$ cat config.mk
export PLATFORM = sky130hd
export DESIGN_NAME = cpusr_core
export DESIGN_NICKNAME = d
export VERILOG_FILES = /design/src/verilog/cpusr_pkg.sv /design/src/verilog/cpusr_core.sv
export VERILOG_INCLUDE_DIRS = /design/src /design/src/verilog
export SDC_FILE = /design/constraint.sdc
export NUM_CORES = 1
export LEC_CHECK = 0
export BUFFER_PORTS_ARGS = -buffer_cell sky130_fd_sc_hd__clkbuf_2
export CAP_MARGIN = 0
export CORE_MARGIN = 2
export CORE_UTILIZATION = 30
export CTS_CLUSTER_DIAMETER = 50
export DETAILED_ROUTE_END_ITERATION = 10
export MAX_ROUTING_LAYER = met4
export SYNTH_ARGS = -nofsm -noshare
export SYNTH_HDL_FRONTEND = slang
export SYNTH_SLANG_ARGS = --single-unit
export TNS_END_PERCENT = 30
$ cat constraint.sdc
create_clock -name i_sys_clk -period 2.95 [get_ports i_sys_clk]
set_input_delay 0.295 -clock i_sys_clk [delete_from_list [all_inputs] [get_ports i_sys_clk]]
set_output_delay 0.295 -clock i_sys_clk [all_outputs]
set_load 0.01 [all_outputs]
$ cat src/verilog/cpusr_regs.svh
`ifndef CPUSR_REGS_SVH
`define CPUSR_REGS_SVH
// Register byte offsets on the bus
`define CPUSR_OFF_IP      8'h00
`define CPUSR_OFF_ACC     8'h04
`define CPUSR_OFF_TMP     8'h08
`define CPUSR_OFF_IX      8'h0c
`define CPUSR_OFF_EP      8'h10
`define CPUSR_OFF_SP      8'h14
`define CPUSR_OFF_PSW     8'h18
`define CPUSR_OFF_ALU     8'h1c
`define CPUSR_OFF_IRQ     8'h20
`define CPUSR_OFF_GPR     8'h24
`define CPUSR_OFF_MAP     8'h28
// Flag positions in the condition flags
`define CPUSR_BIT_H       7
`define CPUSR_BIT_I       6
`define CPUSR_BIT_IL1     5
`define CPUSR_BIT_IL0     4
`define CPUSR_BIT_N       3
`define CPUSR_BIT_Z       2
`define CPUSR_BIT_V       1
`define CPUSR_BIT_C       0
// Reset values
`define CPUSR_RST_PSW     16'h0030
`define CPUSR_RST_SP      16'h0000
`define CPUSR_RST_IP      16'hfffd
// Memory map
`define CPUSR_IO_TOP      16'h007f
`define CPUSR_DATA_TOP    16'h7fff
`define CPUSR_BANK_BASE   16'h0100
`define CPUSR_BANK_LIMIT  5'd8
`endif

$ cat src/verilog/cpusr_pkg.sv
package cpusr_pkg;
    typedef enum logic [2:0] {
        CPUSR_OP_ADD,
        CPUSR_OP_SUB,
        CPUSR_OP_SHL,
        CPUSR_OP_SHR,
        CPUSR_OP_PASS
    } cpusr_op_t;
    typedef enum logic [1:0] {
        CPUSR_RGN_IO,
        CPUSR_RGN_DATA,
        CPUSR_RGN_PROG
    } cpusr_rgn_t;
    typedef enum logic [1:0] {
        CPUSR_WR_IDLE,
        CPUSR_WR_RESP
    } cpusr_wr_t;
endpackage

$ cat src/verilog/cpusr_core.sv
`timescale 1ns/1ps
// What this block does
// - One 64 Kbyte space holds I/O, data and program regions.
// - I/O region lowest, data region directly above it.
// - Program region at top; vectors fetched from highest addresses.
// - Instruction pointer is a 16-bit register of the fetch address.
// - Accumulator is 16 bits; 8-bit operations touch only its low byte.
// - Second operand is 16 bits; 8-bit operations use its low byte.
// - Index, extra and stack-top pointers are each 16 bits.
// - Status word: upper byte bank select, lower byte condition flags.
// - Half-carry flags carry or borrow between bit 3 and bit 4.
// - Interrupt enable permits when 1, blocks when 0, reset to 0.
// - Request accepted only when its level beats the mask level.
// - Mask level 1 highest, then 2, 3 lowest; 1 accepts nothing.
// - Negative flag copies the result's most significant bit.
// - Zero flag set when result is zero, else cleared.
// - Overflow flag set on two's-complement overflow, else cleared.
// - Carry records carry or borrow out of bit 7 (bit 15 in 16-bit ops), or shifted-out bit.
// - General registers 8 bits, eight per bank, up to 16 banks.
// - Bank select pointer picks the active register bank.
// - Only the lower half of the banks is implemented here.
`include "cpusr_regs.svh"
module cpusr_core (
    input  wire logic               i_sys_clk,
    input  wire logic               i_rstn,
    input  wire logic [7:0]         i_s_axi_awaddr,
    input  wire logic               i_s_axi_awvalid,
    output logic                    o_s_axi_awready,
    input  wire logic [31:0]        i_s_axi_wdata,
    input  wire logic [3:0]         i_s_axi_wstrb,
    input  wire logic               i_s_axi_wvalid,
    output logic                    o_s_axi_wready,
    output logic [1:0]              o_s_axi_bresp,
    output logic                    o_s_axi_bvalid,
    input  wire logic               i_s_axi_bready,
    input  wire logic [7:0]         i_s_axi_araddr,
    input  wire logic               i_s_axi_arvalid,
    output logic                    o_s_axi_arready,
    output logic [31:0]             o_s_axi_rdata,
    output logic [1:0]              o_s_axi_rresp,
    output logic                    o_s_axi_rvalid,
    input  wire logic               i_s_axi_rready,
    input  wire logic               i_alu_go,
    input  wire cpusr_pkg::cpusr_op_t i_alu_op,
    input  wire logic               i_alu_wide,
    input  wire logic [1:0]         i_irq_level,
    input  wire logic               i_irq_req,
    input  wire logic [2:0]         i_gpr_index,
    input  wire logic [15:0]        i_mem_addr,
    output logic                    o_irq_accept,
    output logic [15:0]             o_gpr_addr,
    output logic                    o_gpr_valid,
    output logic [1:0]              o_mem_region
);
    import cpusr_pkg::*;

    // Region decode, used for bus view and output
    function automatic cpusr_rgn_t region_of(input logic [15:0] a);
        if (a <= `CPUSR_IO_TOP)
            region_of = CPUSR_RGN_IO;
        else if (a <= `CPUSR_DATA_TOP)
            region_of = CPUSR_RGN_DATA;
        else
            region_of = CPUSR_RGN_PROG;
    endfunction

    function automatic logic level_ok(input logic [1:0] req,
                                      input logic [1:0] mask);
        level_ok = (req != 2'b11)
                 && ((req | {1'b0, ~|req}) < (mask | {1'b0, ~|mask}));
    endfunction

    logic [15:0] ip_ff, nxt_ip;
    logic [15:0] acc_ff, nxt_acc;
    logic [15:0] tmp_ff, nxt_tmp;
    logic [15:0] ix_ff, nxt_ix;
    logic [15:0] ep_ff, nxt_ep;
    logic [15:0] sp_ff, nxt_sp;
    logic [15:0] psw_ff, nxt_psw;
    logic [1:0]  rlvl_ff, nxt_rlvl;
    logic [2:0]  ridx_ff, nxt_ridx;
    cpusr_wr_t   wst_ff, nxt_wst;
    logic        aw_got_ff, nxt_aw_got;
    logic        w_got_ff, nxt_w_got;
    logic [7:0]  awaddr_ff, nxt_awaddr;
    logic [31:0] wdata_ff, nxt_wdata;
    logic [3:0]  wstrb_ff, nxt_wstrb;
    logic [1:0]  bresp_ff, nxt_bresp;
    logic        rvalid_ff, nxt_rvalid;
    logic [31:0] rdata_ff, nxt_rdata;
    logic [1:0]  rresp_ff, nxt_rresp;

    logic [7:0]  bank_select_pointer;
    logic [7:0]  condition_flags;
    logic [1:0]  interrupt_mask_level;
    assign bank_select_pointer  = psw_ff[15:8];
    assign condition_flags      = psw_ff[7:0];
    assign interrupt_mask_level = psw_ff[`CPUSR_BIT_IL1:`CPUSR_BIT_IL0];

    // ALU flag computation
    logic [16:0] sum;
    logic [7:0]  res8;
    logic [15:0] res16;
    logic        f_h, f_n, f_z, f_v, f_c;
    always_comb begin
        sum   = 17'h00000;
        res16 = acc_ff;
        f_h   = 1'b0;
        f_v   = 1'b0;
        f_c   = 1'b0;
        unique case (i_alu_op)
            CPUSR_OP_ADD: begin
                sum = {1'b0, acc_ff} + {1'b0, tmp_ff};
                res16 = sum[15:0];
                f_h = ({1'b0, acc_ff[3:0]} + {1'b0, tmp_ff[3:0]}) > 5'h0f;
                f_c = i_alu_wide ? sum[16]
                      : (({1'b0, acc_ff[7:0]} + {1'b0, tmp_ff[7:0]}) > 9'h0ff);
                f_v = i_alu_wide
                    ? (acc_ff[15] == tmp_ff[15]) && (res16[15] != acc_ff[15])
                    : (acc_ff[7] == tmp_ff[7]) && (res16[7] != acc_ff[7]);
            end
            CPUSR_OP_SUB: begin
                sum = {1'b0, acc_ff} - {1'b0, tmp_ff};
                res16 = sum[15:0];
                f_h = acc_ff[3:0] < tmp_ff[3:0];
                f_c = i_alu_wide ? (acc_ff < tmp_ff)
                                 : (acc_ff[7:0] < tmp_ff[7:0]);
                f_v = i_alu_wide
                    ? (acc_ff[15] != tmp_ff[15]) && (res16[15] != acc_ff[15])
                    : (acc_ff[7] != tmp_ff[7]) && (res16[7] != acc_ff[7]);
            end
            CPUSR_OP_SHL: begin
                res16 = {acc_ff[14:0], 1'b0};
                f_c = i_alu_wide ? acc_ff[15] : acc_ff[7];
            end
            CPUSR_OP_SHR: begin
                res16 = i_alu_wide ? {1'b0, acc_ff[15:1]}
                                   : {acc_ff[15:8], 1'b0, acc_ff[7:1]};
                f_c = acc_ff[0];
            end
            CPUSR_OP_PASS: begin
                res16 = tmp_ff;
            end
            default: res16 = acc_ff;
        endcase
        res8 = res16[7:0];
        f_n = i_alu_wide ? res16[15] : res8[7];
        f_z = i_alu_wide ? (res16 == 16'h0000) : (res8 == 8'h00);
    end

    logic [15:0] gpr_addr_c;
    always_comb begin
        gpr_addr_c = `CPUSR_BANK_BASE
                   + {9'h000, bank_select_pointer[3:0], 3'h0}
                   + {13'h0000, ridx_ff};
    end

    // Bus write handshake
    logic aw_take, w_take, do_write;
    assign o_s_axi_awready = (wst_ff == CPUSR_WR_IDLE) && !aw_got_ff;
    assign o_s_axi_wready  = (wst_ff == CPUSR_WR_IDLE) && !w_got_ff;
    assign aw_take  = i_s_axi_awvalid && o_s_axi_awready;
    assign w_take   = i_s_axi_wvalid && o_s_axi_wready;

    logic [7:0]  wr_addr;
    logic [31:0] wr_data;
    logic [3:0]  wr_strb;
    always_comb begin
        wr_addr  = aw_got_ff ? awaddr_ff : i_s_axi_awaddr;
        wr_data  = w_got_ff ? wdata_ff : i_s_axi_wdata;
        wr_strb  = w_got_ff ? wstrb_ff : i_s_axi_wstrb;
        do_write = (aw_got_ff || aw_take) && (w_got_ff || w_take)
                 && (wst_ff == CPUSR_WR_IDLE);
    end

    function automatic logic [15:0] merge16(input logic [15:0] old,
                                            input logic [31:0] d,
                                            input logic [3:0] s);
        merge16 = {s[1] ? d[15:8] : old[15:8], s[0] ? d[7:0] : old[7:0]};
    endfunction

    always_comb begin
        nxt_ip     = ip_ff;
        nxt_acc    = acc_ff;
        nxt_tmp    = tmp_ff;
        nxt_ix     = ix_ff;
        nxt_ep     = ep_ff;
        nxt_sp     = sp_ff;
        nxt_psw    = psw_ff;
        nxt_rlvl   = rlvl_ff;
        nxt_ridx   = ridx_ff;
        nxt_wst    = wst_ff;
        nxt_aw_got = aw_got_ff;
        nxt_w_got  = w_got_ff;
        nxt_awaddr = awaddr_ff;
        nxt_wdata  = wdata_ff;
        nxt_wstrb  = wstrb_ff;
        nxt_bresp  = bresp_ff;
        if (i_alu_go) begin
            nxt_acc = i_alu_wide ? res16 : {acc_ff[15:8], res8};
            nxt_psw[`CPUSR_BIT_H] = f_h;
            nxt_psw[`CPUSR_BIT_N] = f_n;
            nxt_psw[`CPUSR_BIT_Z] = f_z;
            nxt_psw[`CPUSR_BIT_V] = f_v;
            nxt_psw[`CPUSR_BIT_C] = f_c;
        end
        nxt_ridx = i_gpr_index;
        if (aw_take) begin
            nxt_aw_got = 1'b1;
            nxt_awaddr = i_s_axi_awaddr;
        end
        if (w_take) begin
            nxt_w_got = 1'b1;
            nxt_wdata = i_s_axi_wdata;
            nxt_wstrb = i_s_axi_wstrb;
        end
        if (do_write) begin
            nxt_aw_got = 1'b0;
            nxt_w_got  = 1'b0;
            nxt_wst    = CPUSR_WR_RESP;
            nxt_bresp  = 2'b00;
            unique case (wr_addr)
                `CPUSR_OFF_IP:  nxt_ip  = merge16(ip_ff, wr_data, wr_strb);
                `CPUSR_OFF_ACC: nxt_acc = merge16(acc_ff, wr_data, wr_strb);
                `CPUSR_OFF_TMP: nxt_tmp = merge16(tmp_ff, wr_data, wr_strb);
                `CPUSR_OFF_IX:  nxt_ix  = merge16(ix_ff, wr_data, wr_strb);
                `CPUSR_OFF_EP:  nxt_ep  = merge16(ep_ff, wr_data, wr_strb);
                `CPUSR_OFF_SP:  nxt_sp  = merge16(sp_ff, wr_data, wr_strb);
                `CPUSR_OFF_PSW: nxt_psw = merge16(psw_ff, wr_data, wr_strb);
                `CPUSR_OFF_ALU, `CPUSR_OFF_IRQ, `CPUSR_OFF_GPR,
                `CPUSR_OFF_MAP: nxt_bresp = 2'b00;
                default:        nxt_bresp = 2'b10;
            endcase
        end
        if ((wst_ff == CPUSR_WR_RESP) && i_s_axi_bready)
            nxt_wst = CPUSR_WR_IDLE;
        if (o_irq_accept)
            nxt_rlvl = i_irq_level;
    end

    // Bus read path
    assign o_s_axi_arready = !rvalid_ff;
    always_comb begin
        nxt_rvalid = rvalid_ff;
        nxt_rdata  = rdata_ff;
        nxt_rresp  = rresp_ff;
        if (rvalid_ff && i_s_axi_rready)
            nxt_rvalid = 1'b0;
        if (i_s_axi_arvalid && o_s_axi_arready) begin
            nxt_rvalid = 1'b1;
            nxt_rresp  = 2'b00;
            unique case (i_s_axi_araddr)
                `CPUSR_OFF_IP:  nxt_rdata = {16'h0000, ip_ff};
                `CPUSR_OFF_ACC: nxt_rdata = {16'h0000, acc_ff};
                `CPUSR_OFF_TMP: nxt_rdata = {16'h0000, tmp_ff};
                `CPUSR_OFF_IX:  nxt_rdata = {16'h0000, ix_ff};
                `CPUSR_OFF_EP:  nxt_rdata = {16'h0000, ep_ff};
                `CPUSR_OFF_SP:  nxt_rdata = {16'h0000, sp_ff};
                `CPUSR_OFF_PSW: nxt_rdata = {16'h0000, psw_ff};
                `CPUSR_OFF_ALU: nxt_rdata = {27'h0000000, f_h, f_n, f_z,
                                             f_v, f_c};
                `CPUSR_OFF_IRQ: nxt_rdata = {29'h00000000, o_irq_accept,
                                             rlvl_ff};
                `CPUSR_OFF_GPR: nxt_rdata = {15'h0000, o_gpr_valid,
                                             gpr_addr_c};
                `CPUSR_OFF_MAP: nxt_rdata = {14'h0000,
                                             region_of(i_mem_addr),
                                             i_mem_addr};
                default: begin
                    nxt_rdata = 32'h00000000;
                    nxt_rresp = 2'b10;
                end
            endcase
        end
    end

    always_ff @(posedge i_sys_clk) begin
        if (!i_rstn) begin
            // fetch starts at the top vector
            ip_ff     <= `CPUSR_RST_IP;
            acc_ff    <= 16'h0000;
            tmp_ff    <= 16'h0000;
            ix_ff     <= 16'h0000;
            ep_ff     <= 16'h0000;
            sp_ff     <= `CPUSR_RST_SP;
            psw_ff    <= `CPUSR_RST_PSW;
            rlvl_ff   <= 2'h0;
            ridx_ff   <= 3'h0;
            wst_ff    <= CPUSR_WR_IDLE;
            aw_got_ff <= 1'b0;
            w_got_ff  <= 1'b0;
            awaddr_ff <= 8'h00;
            wdata_ff  <= 32'h00000000;
            wstrb_ff  <= 4'h0;
            bresp_ff  <= 2'h0;
            rvalid_ff <= 1'b0;
            rdata_ff  <= 32'h00000000;
            rresp_ff  <= 2'h0;
        end else begin
            ip_ff     <= nxt_ip;
            acc_ff    <= nxt_acc;
            tmp_ff    <= nxt_tmp;
            ix_ff     <= nxt_ix;
            ep_ff     <= nxt_ep;
            sp_ff     <= nxt_sp;
            psw_ff    <= nxt_psw;
            rlvl_ff   <= nxt_rlvl;
            ridx_ff   <= nxt_ridx;
            wst_ff    <= nxt_wst;
            aw_got_ff <= nxt_aw_got;
            w_got_ff  <= nxt_w_got;
            awaddr_ff <= nxt_awaddr;
            wdata_ff  <= nxt_wdata;
            wstrb_ff  <= nxt_wstrb;
            bresp_ff  <= nxt_bresp;
            rvalid_ff <= nxt_rvalid;
            rdata_ff  <= nxt_rdata;
            rresp_ff  <= nxt_rresp;
        end
    end

    assign o_s_axi_bvalid = (wst_ff == CPUSR_WR_RESP);
    assign o_s_axi_bresp  = bresp_ff;
    assign o_s_axi_rvalid = rvalid_ff;
    assign o_s_axi_rdata  = rdata_ff;
    assign o_s_axi_rresp  = rresp_ff;
    assign o_irq_accept = i_irq_req && condition_flags[`CPUSR_BIT_I]
                        && level_ok(i_irq_level, interrupt_mask_level);
    assign o_gpr_addr   = gpr_addr_c;
    assign o_gpr_valid  = {1'b0, bank_select_pointer} < {1'b0, 3'h0,
                          `CPUSR_BANK_LIMIT};
    assign o_mem_region = region_of(i_mem_addr);
endmodule

==> metrics.md <==
| Metric | Value |
|---|---|
| DP Area | `11,840 um^2` |
| Detail Placement HPWL | `26.57 mm` |
| Worst skew pair latency | `0.44 ns` |
| GRT Total Usage | `just over 20%` |
| Wire per inst | `18.11 um` |
| CP delay by family, top | `compound AO/OA/AOI/OAI gates` |
| Crit share post-route | `100.1%` |
| Vias per inst | `5.406` |
| Final min period | `approximately 3.0 ns` |
| Final TNS setup | `-0.002482 ns` |
| Hold Path Stages | `2` |
| Port Buffer Count | `103` |
| Async SR Flop Fraction | `0%` |
| Post-synth EDFFs | `0` |
| Synthesized area per cell | `7.782 um^2` |
| GP Congestion | `0.9365` |
| Crit path depth | `14` |
| Tot Pwr | `5.767 mW` |
| PD cells | `448.9 nW/um^2` |
| Initial DRT Pass Iterations | `6` |
| Yosys top cell area share | `between 30% and 40%` |
| Inserted Clock Buffers | `17` |
| Maximum buffer depth of the clock tree | `2` |
| CP cell instances | `buf_6, ha_4, fa_2, nor2b_4, o31a_1, o31a_1, buf_6, o221a_4, mux2i_1, xor2_1, a21o_1, and3_4, a41oi_4, a21oi_2` |
| GR Overflow Total | `0` |
| Share of post-route cells with drive strength above 1 | `between 20% and 30%` |
| H-tree levels | `4` |
| Outcome | `finished with violations` |
| Min setup slack post-route | `-0.002482 ns` |
| Vias in the first global route | `between 9,000 and 10,000` |
| Fin. Hold Viols | `0` |
| MaxCap Viol Count | `0` |
| Critical Path Sink Type | `flip-flop` |
| Post-synth top area cell | `dfxtp_1` |
| Worst-margin pin slew | `0.8713 ns` |
| CP Class | `reg2reg` |
| Root buf cell | `clkbuf_16` |
| Crit path max-delay cell type | `dfxtp_4` |
| Worst EP required | `3.27 ns` |
| VDD IR max | `360.1 uV` |
| Die height | `187.5 um` |
| Commonest cells in the netlist | `dfxtp_1, nor2_1, nand2_1` |
| Pre-CTS setup slack | `-0.1899 ns` |
| Post-DRT Antenna Nets | `0` |
| Ant diodes | `0` |
| # DRC | `0` |
| Final setup fails | `1` |
| FMAX | `338.7 MHz` |
| Relative slew slack | `40.25%` |
| First-pass GRT wire length | `55.35 mm` |
| Syn. warnings | `0` |
| I/O pins | `147` |
| Syn-to-layout area delta | `27.18%` |
| Clock Skews | `~0.011 ns` |
| Synth unique cells | `85` |
| RSZ-0062 raised after global routing | `yes` |
| Die ar. | `35,150 um^2` |
| Failing checks | `setup timing` |
| Buf/Inv on CP | `2` |
| Post-Syn Instances | `1,298` |
| Core area | `33,360 um^2` |
| Area contributors post-synth | `dfxtp_1, nor2_1, a211oi_1, nand2_1, a21oi_1` |
| Clock-pin slew on the worst setup and hold paths | `0.07 ns` |
| Hold crit path type | `in2reg` |
| Worst reg-to-reg setup slack | `-0.002 ns` |
| CP Data Arrival Time | `3.27 ns` |
| Crit-path max FO | `4` |
| Cells on worst reg2reg path | `14` |
| Slowest stage delay, CP | `0.37 ns` |
| Die width | `187.5 um` |
| Initial antenna violation count | `0` |
| Initial Utilization | `30.27%` |
| Sequential area share after synthesis | `33.10%` |
| Layout Nets | `between 1,500 and 2,000` |
| Via count | `10,537` |
| Cell area after synthesis | `around 10,000 um^2` |
| Sink Count | `167` |
| Largest net degree at the start of global routing | `77` |
| CP Launch Type | `flip-flop` |
| Top FF cell, synth | `dfxtp_1` |
| Initial DRC Count | `1,050` |
| CTS tree | `yes` |
| Fin area | `12,850 um^2` |
| #FFs+latches synth | `167` |
| Core Rows | `67` |
| Lkg Pwr | `4.970 nW` |
| Final WL | `35.29 mm` |
| Slew Limit Fails | `0` |
==> registers in the layout (all words and copies together) (netlist names), 2 cells and up <==
signal,cells
ridx_ff,3
rlvl_ff,2
acc_ff,16
tmp_ff,16
o_s_axi_rdata,18
sp_ff,16
wdata_ff,16
ix_ff,16
ep_ff,16
ip_ff,16
awaddr_ff,8
wstrb_ff,2
psw_ff,16
==> worst register-to-register path, stage by stage, from the launching register on <==
cell and delay, ns:
dfxtp_4 0.37, buf_6 0.10, ha_4 0.11, fa_2 0.23, nor2b_4 0.05, o31a_1 0.27, o31a_1 0.34, buf_6 0.14
o221a_4 0.22, mux2i_1 0.16, xor2_1 0.10, a21o_1 0.20, and3_4 0.18, a41oi_4 0.27, a21oi_2 0.09
==> final timing paths <==
| kind | start | end |
|---|---|---|
| worst min-delay path | i_s_axi_rready | o_s_axi_rvalid$_SDFFE_PN0P_ |
| worst max register to register | tmp_ff[0]$_SDFFE_PN0P_ | psw_ff[2]$_SDFFE_PN0P_ |
| worst max-delay path | tmp_ff[0]$_SDFFE_PN0P_ | psw_ff[2]$_SDFFE_PN0P_ |
| worst min register to register | wdata_ff[9]$_SDFFE_PN0P_ | wdata_ff[9]$_SDFFE_PN0P_ |
==> layer usage <==
layer	vias to the layer above	wire, um	global-route usage (%)
li1	5104	-	-
met1	5002	16280	26.63
met2	383	16130	31.97
met3	48	1897	2.845
met4	0	983	7.117
met5	-	0	-
==> layout by cell type, fill, tap and decap left out, types with 42 or more instances in the layout <==
master      n
a211oi_1   78
a21oi_1    78
a22oi_1    56
buf_4     147
clkbuf_2  103
dfxtp_1   161
inv_1      42
nand2_1   143
nor2_1    166
o21ai_0    54
==> report_power, final <==
| part | internal, mW | leakage, nW | total (mW) | switching (mW) |
|---|---|---|---|---|
| sequential | 2.31 | 1.36 | 2.36 | 0.0493 |
| clock | 1.19 | 0.279 | 2.18 | 0.992 |
| combinational | 0.516 | 3.33 | 1.23 | 0.713 |
| total | 4.01 | 4.97 | 5.77 | 1.75 |
==> cells by family (layout without fill, tap and decap cells) <==
kind of cell	Yosys count	in the layout	share of synthesized area [%]
xor+xnor	9	9	0.7803
flops	167	167	33.10
buf+inv	158	338	7.333
other cells	2	25	0.07435
mux	33	33	3.444
compound gates	444	444	30.56
fa+ha+maj	36	36	4.608
simple gates	449	449	20.10
==> cell type report <==
type / count / area [um^2]
multi-input combinational: 996 / 6424
tap: 448 / 560.5
clock inverter: 14 / 140.1
sequential: 167 / 3358
fill: 3465 / 20520
clock buffer: 18 / 429.2
timing repair buffer: 259 / 1755
inverter: 47 / 178.9
==> what timing repair did <==
item,4_1_cts,5_1_grt
gates resized for setup,30,54
hold buffers,0,0
setup endpoints to repair,7,11
pin swaps,28,41
buffers inserted,4,7
==> stage by stage <==
stage	utilization [%]	hold slack, ns	cells
after detailed placement	35.50	0.4476	1906
after global routing	38.50	0.03107	1949
after global placement	35.50	0.4409	1906
final	38.50	0.03985	1949
after floorplan	-	0.3940	1321
after CTS	37.67	0.02319	1942
(Power assumes the default switching activity.)
